### src/include/ppl_pkg.sv
// Package for the parallel port lines block
`default_nettype none

package ppl_pkg;
    // Register map: one aligned word per register, port index in [7:4]
    localparam logic [7:0] ppl_port_stride = 8'h10;
    localparam logic [3:0] ppl_off_data = 4'h0;
    localparam logic [3:0] ppl_off_dir = 4'h4;
    localparam logic [3:0] ppl_off_odrain = 4'h8;
    localparam logic [3:0] ppl_off_altena = 4'hc;
    localparam logic [7:0] ppl_off_thresh = 8'ha0;
    localparam logic [7:0] ppl_off_ext_thresh = 8'ha4;
    localparam logic [7:0] ppl_off_bus_mode = 8'ha8;
    localparam int ppl_num_ports = 9;
    // Implemented line masks per port 0..8
    localparam logic [15:0] ppl_mask_p0 = 16'hffff;
    localparam logic [15:0] ppl_mask_p1 = 16'hffff;
    localparam logic [15:0] ppl_mask_p2 = 16'hffff;
    localparam logic [15:0] ppl_mask_p3 = 16'hbfff;
    localparam logic [15:0] ppl_mask_p4 = 16'h00ff;
    localparam logic [15:0] ppl_mask_p5 = 16'hffff;
    localparam logic [15:0] ppl_mask_p6 = 16'h00ff;
    localparam logic [15:0] ppl_mask_p7 = 16'h00ff;
    localparam logic [15:0] ppl_mask_p8 = 16'h00ff;
    // Ports offering open-drain drivers: 2,3,4,6,7,8
    localparam logic [8:0] ppl_odrain_ports = 9'h1dc;
    // Port 5 is input only
    localparam logic [8:0] ppl_input_only = 9'h020;
    // Ports whose alternate output is not gated by the latch (PWM lines)
    localparam logic [8:0] ppl_pwm_ports = 9'h000;
    // Reset values
    localparam logic [15:0] ppl_rst_data = 16'h0000;
    localparam logic [15:0] ppl_rst_dir = 16'h0000;
    localparam logic [15:0] ppl_rst_zero = 16'h0000;
    // Threshold select widths
    localparam int ppl_thresh_bits = 7;
    localparam int ppl_ext_thresh_bits = 6;
    // AXI responses
    localparam logic [1:0] ppl_resp_okay = 2'b00;
    localparam logic [1:0] ppl_resp_slverr = 2'b10;
endpackage : ppl_pkg

`default_nettype wire

### src/core/ppl_port_lines.sv
// Parallel I/O port lines with AXI4-Lite register access
//
// Chosen here: the AXI4-Lite register port and the placing of the registers.
`default_nettype none

module ppl_port_lines
(
    // Clock, reset, enable
    input wire logic aclk,
    input wire logic aresetn,
    input wire logic clk_en,
    // AXI4-Lite write address
    input wire logic [7:0] s_axi_awaddr,
    input wire logic s_axi_awvalid,
    output logic s_axi_awready,
    // AXI4-Lite write data
    input wire logic [31:0] s_axi_wdata,
    input wire logic [3:0] s_axi_wstrb,
    input wire logic s_axi_wvalid,
    output logic s_axi_wready,
    // AXI4-Lite write response
    output logic [1:0] s_axi_bresp,
    output logic s_axi_bvalid,
    input wire logic s_axi_bready,
    // AXI4-Lite read address
    input wire logic [7:0] s_axi_araddr,
    input wire logic s_axi_arvalid,
    output logic s_axi_arready,
    // AXI4-Lite read data
    output logic [31:0] s_axi_rdata,
    output logic [1:0] s_axi_rresp,
    output logic s_axi_rvalid,
    input wire logic s_axi_rready,
    // Pins, port p at bits [16p+15:16p]
    input wire logic [143:0] pin_in,
    output logic [143:0] pin_out,
    output logic [143:0] pin_oe_n,
    // Alternate functions
    input wire logic [143:0] alt_out_data,
    input wire logic [143:0] alt_out_dir,
    output logic [143:0] alt_in_data,
    // Hardware bus direction for ports 0 and 1
    input wire logic [31:0] bus_dir,
    // Threshold selects to pad cells
    output logic [6:0] input_threshold_select,
    output logic [5:0] ext_input_threshold_select
);
    localparam int np = ppl_pkg::ppl_num_ports;
    localparam logic [15:0] masks [np] = '{ppl_pkg::ppl_mask_p0,
        ppl_pkg::ppl_mask_p1, ppl_pkg::ppl_mask_p2, ppl_pkg::ppl_mask_p3,
        ppl_pkg::ppl_mask_p4, ppl_pkg::ppl_mask_p5, ppl_pkg::ppl_mask_p6,
        ppl_pkg::ppl_mask_p7, ppl_pkg::ppl_mask_p8};

    // ============================================================
    // Register state
    logic [15:0] data_q [np];
    logic [15:0] pin_direction_bit_q [np];
    logic [15:0] open_drain_select_reg_q [np];
    logic [15:0] alt_en_q [np];
    logic [15:0] sync1_q [np];
    logic [15:0] sample_q [np];
    logic [6:0] thr_q;
    logic [5:0] xthr_q;
    logic [1:0] bus_mode_q;
    logic [15:0] eff_dir [np];
    logic [15:0] rd_val [np];

    // ============================================================
    // Write channel
    logic aw_got_q, w_got_q;
    logic [7:0] aw_addr_q;
    logic [31:0] w_data_q;
    logic [3:0] w_strb_q;
    logic wr_fire;
    logic [3:0] wr_port;
    logic [15:0] wr_half;
    logic [15:0] wr_bmask;

    assign s_axi_awready = clk_en && !aw_got_q && !s_axi_bvalid;
    assign s_axi_wready = clk_en && !w_got_q && !s_axi_bvalid;
    assign wr_fire = clk_en && aw_got_q && w_got_q && !s_axi_bvalid;
    assign wr_port = aw_addr_q[7:4];
    assign wr_half = w_data_q[15:0];
    assign wr_bmask = {{8{w_strb_q[1]}}, {8{w_strb_q[0]}}};

    always_ff @(posedge aclk)
    begin
        if (!aresetn)
        begin
            aw_got_q <= 1'b0;
            w_got_q <= 1'b0;
            aw_addr_q <= 8'h00;
            w_data_q <= 32'h0000_0000;
            w_strb_q <= 4'h0;
            s_axi_bvalid <= 1'b0;
            s_axi_bresp <= ppl_pkg::ppl_resp_okay;
        end
        else if (clk_en)
        begin
            if (s_axi_awvalid && s_axi_awready)
            begin
                aw_got_q <= 1'b1;
                aw_addr_q <= s_axi_awaddr;
            end
            if (s_axi_wvalid && s_axi_wready)
            begin
                w_got_q <= 1'b1;
                w_data_q <= s_axi_wdata;
                w_strb_q <= s_axi_wstrb;
            end
            if (wr_fire)
            begin
                aw_got_q <= 1'b0;
                w_got_q <= 1'b0;
                s_axi_bvalid <= 1'b1;
                s_axi_bresp <= wr_ok(aw_addr_q) ? ppl_pkg::ppl_resp_okay
                    : ppl_pkg::ppl_resp_slverr;
            end
            else if (s_axi_bvalid && s_axi_bready)
                s_axi_bvalid <= 1'b0;
        end
    end

    // Address decode shared by read and write
    function automatic logic wr_ok(input logic [7:0] a);
        logic ok;
        ok = 1'b0;
        if (a[1:0] != 2'b00)
            ok = 1'b0;
        else if (a[7:4] < 4'(np))
            ok = 1'b1;
        else if (a == ppl_pkg::ppl_off_thresh
            || a == ppl_pkg::ppl_off_ext_thresh
            || a == ppl_pkg::ppl_off_bus_mode)
            ok = 1'b1;
        return ok;
    endfunction : wr_ok

    // ============================================================
    // Per-port logic
    genvar p;
    generate
        for (p = 0; p < np; p++)
        begin : g_port
            logic sel;
            logic [15:0] alt_gated;
            logic [15:0] drive_val;
            logic [15:0] drv_oe;
            assign sel = wr_fire && wr_port == 4'(p)
                && aw_addr_q[7:4] < 4'(np);

            // Pin synchroniser and input latch
            always_ff @(posedge aclk)
            begin
                if (!aresetn)
                begin
                    sync1_q[p] <= ppl_pkg::ppl_rst_zero;
                    sample_q[p] <= ppl_pkg::ppl_rst_zero;
                end
                else if (clk_en)
                begin
                    sync1_q[p] <= pin_in[16*p +: 16];
                    sample_q[p] <= sync1_q[p] & masks[p];
                end
            end

            // Control registers; data write lands in latch only
            always_ff @(posedge aclk)
            begin
                if (!aresetn)
                begin
                    data_q[p] <= ppl_pkg::ppl_rst_data;
                    pin_direction_bit_q[p] <= ppl_pkg::ppl_rst_dir;
                    open_drain_select_reg_q[p] <= ppl_pkg::ppl_rst_zero;
                    alt_en_q[p] <= ppl_pkg::ppl_rst_zero;
                end
                else if (clk_en && sel)
                begin
                    case (aw_addr_q[3:0])
                        ppl_pkg::ppl_off_data:
                            data_q[p] <= ((data_q[p] & ~wr_bmask)
                                | (wr_half & wr_bmask)) & masks[p];
                        ppl_pkg::ppl_off_dir:
                            if (!ppl_pkg::ppl_input_only[p])
                                pin_direction_bit_q[p] <= ((pin_direction_bit_q[p]
                                    & ~wr_bmask) | (wr_half & wr_bmask))
                                    & masks[p];
                        ppl_pkg::ppl_off_odrain:
                            if (ppl_pkg::ppl_odrain_ports[p])
                                open_drain_select_reg_q[p] <=
                                    ((open_drain_select_reg_q[p] & ~wr_bmask)
                                    | (wr_half & wr_bmask)) & masks[p];
                        ppl_pkg::ppl_off_altena:
                            if (!ppl_pkg::ppl_input_only[p])
                                alt_en_q[p] <= ((alt_en_q[p] & ~wr_bmask)
                                    | (wr_half & wr_bmask)) & masks[p];
                        default:
                            ;
                    endcase
                end
            end

            // Effective direction: bus mode overrides on ports 0 and 1
            if (p < 2)
            begin : g_bus
                assign eff_dir[p] = bus_mode_q[p]
                    ? bus_dir[16*p +: 16] & masks[p]
                    : pin_direction_bit_q[p];
            end
            else
            begin : g_nobus
                assign eff_dir[p] = pin_direction_bit_q[p];
            end

            // Read source per pin
            assign rd_val[p] = (eff_dir[p] & data_q[p])
                | (~eff_dir[p] & sample_q[p]);

            // Output path; threshold plays no part here
            assign alt_gated = ppl_pkg::ppl_pwm_ports[p]
                ? alt_out_data[16*p +: 16]
                : alt_out_data[16*p +: 16] & data_q[p];
            assign drive_val = ((alt_en_q[p] & alt_out_dir[16*p +: 16]
                & alt_gated) | (~(alt_en_q[p] & alt_out_dir[16*p +: 16])
                & data_q[p])) & masks[p];
            assign drv_oe = eff_dir[p] & ~(open_drain_select_reg_q[p]
                & drive_val);
            assign pin_out[16*p +: 16] = drive_val
                & ~open_drain_select_reg_q[p];
            assign pin_oe_n[16*p +: 16] = ~drv_oe;
            assign alt_in_data[16*p +: 16] = rd_val[p];
        end
    endgenerate

    // ============================================================
    // Global registers: thresholds and bus mode
    always_ff @(posedge aclk)
    begin
        if (!aresetn)
        begin
            thr_q <= 7'h00;
            xthr_q <= 6'h00;
            bus_mode_q <= 2'b00;
        end
        else if (clk_en && wr_fire && w_strb_q[0])
        begin
            case (aw_addr_q)
                ppl_pkg::ppl_off_thresh:
                    thr_q <= w_data_q[6:0];
                ppl_pkg::ppl_off_ext_thresh:
                    xthr_q <= w_data_q[5:0];
                ppl_pkg::ppl_off_bus_mode:
                    bus_mode_q <= w_data_q[1:0];
                default:
                    ;
            endcase
        end
    end
    assign input_threshold_select = thr_q;
    assign ext_input_threshold_select = xthr_q;

    // ============================================================
    // Read channel
    logic [31:0] rd_word;
    always_comb
    begin
        rd_word = 32'h0000_0000;
        if (s_axi_araddr[7:4] < 4'(np))
        begin
            case (s_axi_araddr[3:0])
                ppl_pkg::ppl_off_data:
                    rd_word = {16'h0000, rd_val[s_axi_araddr[7:4]]};
                ppl_pkg::ppl_off_dir:
                    rd_word = {16'h0000,
                        pin_direction_bit_q[s_axi_araddr[7:4]]};
                ppl_pkg::ppl_off_odrain:
                    rd_word = {16'h0000,
                        open_drain_select_reg_q[s_axi_araddr[7:4]]};
                ppl_pkg::ppl_off_altena:
                    rd_word = {16'h0000, alt_en_q[s_axi_araddr[7:4]]};
                default:
                    rd_word = 32'h0000_0000;
            endcase
        end
        else if (s_axi_araddr == ppl_pkg::ppl_off_thresh)
            rd_word = {25'h0, thr_q};
        else if (s_axi_araddr == ppl_pkg::ppl_off_ext_thresh)
            rd_word = {26'h0, xthr_q};
        else if (s_axi_araddr == ppl_pkg::ppl_off_bus_mode)
            rd_word = {30'h0, bus_mode_q};
    end

    assign s_axi_arready = clk_en && !s_axi_rvalid;
    always_ff @(posedge aclk)
    begin
        if (!aresetn)
        begin
            s_axi_rvalid <= 1'b0;
            s_axi_rdata <= 32'h0000_0000;
            s_axi_rresp <= ppl_pkg::ppl_resp_okay;
        end
        else if (clk_en)
        begin
            if (s_axi_arvalid && s_axi_arready)
            begin
                s_axi_rvalid <= 1'b1;
                s_axi_rdata <= rd_word;
                s_axi_rresp <= wr_ok(s_axi_araddr) ? ppl_pkg::ppl_resp_okay
                    : ppl_pkg::ppl_resp_slverr;
            end
            else if (s_axi_rvalid && s_axi_rready)
                s_axi_rvalid <= 1'b0;
        end
    end
endmodule : ppl_port_lines

`default_nettype wire

### config.mk
export PLATFORM = sky130hd
export DESIGN_NAME = ppl_port_lines
export DESIGN_NICKNAME = d
export VERILOG_FILES = /design/src/include/ppl_pkg.sv /design/src/core/ppl_port_lines.sv
export SDC_FILE = /design/constraint.sdc
export NUM_CORES = 1
export LEC_CHECK = 0
export BUFFER_PORTS_ARGS = -buffer_cell sky130_fd_sc_hd__buf_2
export CAP_MARGIN = 15
export CORE_AREA = 2 2 396 398
export DETAILED_ROUTE_END_ITERATION = 10
export DIE_AREA = 0 0 398 400
export PLACE_DENSITY_LB_ADDON = 0.1
export SYNTH_ARGS = -nofsm -noshare
export SYNTH_HDL_FRONTEND = slang
export SYNTH_SLANG_ARGS = --single-unit
### constraint.sdc
create_clock -name aclk -period 13.2 [get_ports aclk]
set_clock_uncertainty 0.15 [all_clocks]
set_input_delay 3.96 -clock aclk [delete_from_list [all_inputs] [get_ports aclk]]
set_output_delay 3.96 -clock aclk [all_outputs]
set_load 0.01 [all_outputs]
* Yosys cells after proc, flatten, opt, wreduce, memory -nomap -nowiden
Memories as Yosys holds them, arrays and structs flattened.
Index checks and enable logic that the tools add are counted.
** Operators by class
- Mux-type cells :: 182
- Bitwise logic cells :: 258
- Reductions and logical operators :: 70
- Eq/ne operators :: 20
- $lt $le $gt $ge :: 3
** Operators with widths (count)
- 16-bit AND :: 73
- 16-bit two-way mux :: 53
- 16-bit NOT :: 42
- 16-bit bitwise OR :: 29
- 8-bit AND :: 32
- 8-bit bitwise OR :: 20
- 1-bit two-way mux :: 121
- 16-bit by 8-bit AND with 16-bit output :: 4
- 8-bit by 16-bit AND with 16-bit output :: 4
- 16-bit binary-select mux with 4-bit select :: 1
- 16-bit one-hot mux with 4 select lines :: 1
- 1-bit bitwise OR :: 49
- 8-bit equality test (second input constant) :: 6
- 1-bit logical AND :: 42
- 32-bit two-way mux :: 1
- 8-bit NOT :: 4
- 4-bit by 3-bit equality test with 1-bit output (second input constant) :: 6
- 2-bit AND reduction :: 11
- 4-bit equality test (second input constant) :: 5
- 4-bit logical NOT :: 3
- 2-bit nonzero test :: 6
- 4-bit by 2-bit equality test with 1-bit output (second input constant) :: 2
- 4-bit < comparator (second input constant) :: 2
- 7-bit two-way mux :: 1
- other kinds (7) :: 15
** Storage, ports and cells
- Output and inout bits :: 486
- Bits in writable memories :: 864
- Memories :: 6
- Flip-flop bits (word level) :: 81
- Input bits :: 524
- Logic and storage cells :: 552
** Memories
- alt_en_q :: depth 9, bits a word 16, read ports 10, clocked after memory_dff 0, write ports 9, line ppl_port_lines.sv:59 : logic [15:0] alt_en_q [np];
- data_q :: depth 9, bits a word 16, read ports 9, clocked after memory_dff 0, write ports 9, line ppl_port_lines.sv:56 : logic [15:0] data_q [np];
- open_drain_select_reg_q :: depth 9, bits a word 16, read ports 10, clocked after memory_dff 0, write ports 9, line ppl_port_lines.sv:58 : logic [15:0] open_drain_select_reg_q [np];
- pin_direction_bit_q :: depth 9, bits a word 16, read ports 10, clocked after memory_dff 0, write ports 9, line ppl_port_lines.sv:57 : logic [15:0] pin_direction_bit_q [np];
- sample_q :: depth 9, bits a word 16, read ports 9, clocked after memory_dff 0, write ports 9, line ppl_port_lines.sv:61 : logic [15:0] sample_q [np];
- sync1_q :: depth 9, bits a word 16, read ports 9, clocked after memory_dff 0, write ports 9, line ppl_port_lines.sv:60 : logic [15:0] sync1_q [np];

* Logic depth before layout (Yosys ltp)
- Word-level depth :: 10
- Mapped depth :: 10
- Depth with buffers taken out :: 6

* Least setup slack after synthesis
Ideal clock, no wire load.
- Path kind :: input -> register
- Start :: input port clk_en
- End :: memory sample_q[0][0], enable pin
- Setup slack :: 2.605 ns
- Arrival :: 9.823 ns
- Path buffers :: 2
- Required time :: 12.427 ns
- Setup time :: 0.623 ns
- Stages on the path :: 3
- Cells stage by stage :: clkbuf_1 clkbuf_1 nand2b_1
** RTL lines
- start, declared :: line ppl_port_lines.sv:11 : input wire logic clk_en,
- end, declared :: line ppl_port_lines.sv:61

* Worst setup path after layout
- Start :: input port bus_dir[3]
- End :: output port alt_in_data[3]
** On the way
- Word-level cells in the longest chain between the ends :: 4
- Elaborated cells on any way between the ends :: 5
- Those cells by class :: mux: 1; bitwise: 4
** RTL lines
- start, declared :: line ppl_port_lines.sv:43 : input wire logic [31:0] bus_dir,
- 16-bit two-way mux (*) :: line ppl_port_lines.sv:207 : ? bus_dir[16*p +: 16] & masks[p]
- 16-bit NOT :: line ppl_port_lines.sv:217 : | (~eff_dir[p] & sample_q[p]);
- 16-bit AND :: line ppl_port_lines.sv:217
- 16-bit bitwise OR (*) :: line ppl_port_lines.sv:217
- end, declared :: line ppl_port_lines.sv:41 : output logic [143:0] alt_in_data,
Every way passes the cells marked *; elsewhere a longest branch is shown, timed or not.

==> summary.md <==
| Metric | Value |
|---|---|
| Vias/cell | `between 4 and 5` |
| Setup TNS | `0 ps` |
| Critical path capture point type | `output pin` |
| Clk root buf | `clkbuf_16` |
| Clock slew at reported path FFs | `50 ps` |
| Largest stage delay, worst path | `~600 ps` |
| Placed Area | `around 39000 um2` |
| CTS tree | `yes` |
| Worst-margin pin slew | `1200 ps` |
| Die Span X | `398 um` |
| Reg2reg end | `s_axi_rdata[7]` |
| WP buf/inv | `2` |
| Synth warnings | `0` |
| Initial core utilization | `around 22%` |
| Tmin final | `roughly 9500 ps` |
| Reg-to-reg critical path startpoint | `bus_mode_q[1]` |
| Sequential area share after synthesis | `55.2%` |
| Total track usage | `between 20% and 30%` |
| Ys async rst share | `0%` |
| Fmax | `106 MHz` |
| Clk buf depth | `3` |
| Routed len/inst | `between 30 and 40 um` |
| Clock power share | `44.2%` |
| Clk sinks | `between 600 and 700` |
| Relative slew slack | `roughly 20%` |
| Main synth FF type | `edfxtp_1` |
| Placed cells | `about 5700` |
| CP required | `9090 ps` |
| Yosys top cell by area | `edfxtp_1` |
| CP Launch Point | `bus_dir[3]` |
| Post-synth top area share | `51.5%` |
| MaxCap Viol Count | `0` |
| Core ar. | `between 150000 and 200000 um2` |
| Synth-to-Final Area Change | `23.8%` |
| Leakage power | `17.3 nW` |
| Share of layout cells above drive strength 1 | `around 29%` |
| Psw | `between 1.5 and 2 mW` |
| Commonest cells after routing, fill and taps aside | `buf_2 (725), edfxtp_1 (586), a21oi_1 (358)` |
| Htree depth | `3` |
| Initial drt markers | `between 2000 and 3000` |
| Max Transition Viols Final | `0` |
| Rows | `~150` |
| Syn Std Cell Area | `about 34000 um2` |
| R2R depth | `7` |
| Yosys reg bits | `around 650` |
| PD cells | `~130 nW/um2` |
| Hold Slack | `roughly 300 ps` |
| Min-Delay Path Depth | `2` |
| Top cells by area, synth | `edfxtp_1 (51%), nand2b_1 (5.7%), and3_1 (5.3%), a21oi_1 (5.2%), dfxtp_1 (3.7%)` |
| Post-synth EDFFs | `586` |
| Largest net degree at the start of global routing | `210` |
| Final setup viols | `0` |
| Final ANT Viol Nets | `0` |
| Worst min-delay path class | `reg -> reg` |
| Fin area | `42300 um2` |
| Highest fanout seen on the critical path | `2` |
| Number of port buffers | `about 730` |
| Post-cts repair resize count | `0` |
| Commonest non-fill, non-tap cell in the layout | `buf_2` |
| Final GP Congestion | `a little under 0.9` |
| Sw Share | `28.3%` |
| Num CTS Buffers | `86` |
| Nets | `~4300` |
| Sequential power share | `45.3%` |
| Post-CTS repair timing setup buffer count | `0` |
| Top Ports | `approximately 1000` |
| Distinct cells, synth | `just under 80` |
| Post-route DRC | `0` |
| Half-perimeter wire length after placement | `around 150000 um` |
| Multi-input logic area | `roughly 14000 um2` |
| Die H | `roughly 400 um` |
| Worst-skew pair later-pin latency | `700 ps` |
| Combinational fraction of design power | `10.5%` |
| CP most frequent cell | `buf_2` |
| Critical-path cell list | `buf_2 > mux2i_1 > mux2_2 > buf_2` |
| Peak supply drop | `0.000103 V` |
| Final hold violations | `0` |
| Slowest CP cell | `mux2i_1` |
| CP startpoint kind | `primary input` |
| Cells after synthesis | `around 3100` |
| Via count | `28391` |
| Cts hold-fix bufs | `0` |
| Remaining global-route overflow | `0` |
| Flop-to-flop setup slack | `9570 ps` |
| First-pass GRT wire length | `between 200000 and 300000 um` |
| Final core occ | `between 20% and 30%` |
| Hold Startpoint | `w_data_q[8]` |
| Final cell count without fillers | `between 5000 and 6000` |
| CP Data Arrival Time | `between 5000 and 6000 ps` |
| Status | `completed` |
| Fillers | `around 17000` |
| Die Area | `between 150000 and 200000 um2` |
| Unrepaired setup endpoints after global routing | `no` |
| WL final | `between 150000 and 200000 um` |
| Hold Path End | `w_data_q[8]` |
| Final worst-path cycle share | `a little under three quarters` |
| FF+latch area | `between 15000 and 20000 um2` |
| Cell family with most CP delay | `multiplexers` |
| Initial antenna violation count | `59` |
| Syn Area/Cell | `10.9 um2` |
| Number of global-route vias before repair | `about 27000` |
| DRT Pass-1 Iters | `5` |
| Crit path kind | `in -> out` |
| Int Pwr | `about 3.9 mW` |
[synth_stat cells (10+ instances only)]
library cell / count
inv_1: 67
nor3_1: 12
nor2_1: 132
a22oi_1: 23
dfxtp_1: 63
mux4_2: 36
a221oi_1: 14
mux2i_1: 91
o211ai_1: 13
mux2_2: 107
and3_1: 291
o21ai_0: 250
buf_4: 138
nand3_1: 16
o21a_1: 34
clkbuf_1: 149
buf_1: 13
buf_6: 11
nand2_1: 232
a21oi_1: 358
nand2_2: 10
nand2b_1: 310
edfxtp_1: 586
buf_2: 36
[layout make-up]
type                            count  share of cell area, %
Clock inverter                     36                  0.798
Multi-Input combinational cell   2187                   32.4
Clock buffer                      123                   5.87
Tap cell                         2058                   6.08
Antenna cell                       14                 0.0828
Timing Repair Buffer              779                   9.61
Inverter                           70                  0.627
Sequential cell                   649                   44.6
[per-stage QoR]
| stage | power (mW) | setup slack, ps |
|---|---|---|
| floorplan | 2.74 | 2600 |
| global placement | 3.07 | 3800 |
| detailed placement | 3.07 | 3770 |
| CTS | 5.50 | 3770 |
| global route | 5.60 | 3760 |
| finish | 5.43 | 3750 |
[routing by layer]
| layer | vias to the layer above | track usage (%) | wire, um |
|---|---|---|---|
| met1 | 14437 | 34.3 | 91700 |
| met2 | 1256 | 35.1 | 84600 |
| li1 | 12439 | - | - |
| met4 | 46 | 5.76 | 4310 |
| met5 | - | 0 | 278 |
| met3 | 213 | 5.04 | 14100 |
[sequential cells by signal, indices dropped and copies added (netlist names)]
name and flops:
s_axi_bvalid 1, w_strb_q 2, ext_input_threshold_select 6, w_got_q 1, bus_mode_q 2, data_q 111, s_axi_rresp 1, pin_direction_bit_q 95
s_axi_rvalid 1, sample_q 111, alt_en_q 95, aw_got_q 1, s_axi_bresp 1, sync1_q 111, aw_addr_q 8, s_axi_rdata 16
w_data_q 16, open_drain_select_reg_q 63, input_threshold_select 7
[cells by family after synthesis]
group,after synthesis,share of synthesized area [%]
multiplexers,244,8.95
flip-flops,649,55.2
other,2,0.0220
AO/OA/AOI/OAI,760,12.4
AND/OR/NAND/NOR,1050,16.8
buffers and inverters,421,6.65
[power groups by stage]
stage	Clock (mW)	Combinational, mW	Sequential, mW
2_1_floorplan	0	0.317	2.42
4_1_cts	2.47	0.576	2.46
6_report	2.40	0.568	2.46
5_1_grt	2.53	0.606	2.47
3_3_place_gp	0	0.574	2.50
3_5_place_dp	0	0.574	2.50
[worst reg2reg max path, stage by stage, from the launching register on]
cell and delay (ps):
dfxtp_2 330, buf_4 450, mux2i_1 580, mux2_2 420, mux2i_1 750, a21boi_1 330
o41ai_1 420, nand2_1 80
[how the worst max path moves through the flow]
stage                          end  slack (ps)  cells after the start
global route        alt_in_data[3]        3760                      4
detailed placement  alt_in_data[3]        3770                      4
finish              alt_in_data[3]        3750                      4
CTS                 alt_in_data[3]        3770                      4
global placement    alt_in_data[3]        3800                      4
floorplan           sample_q[0][0]        2600                      3
Power figures use the tool's default switching activity.
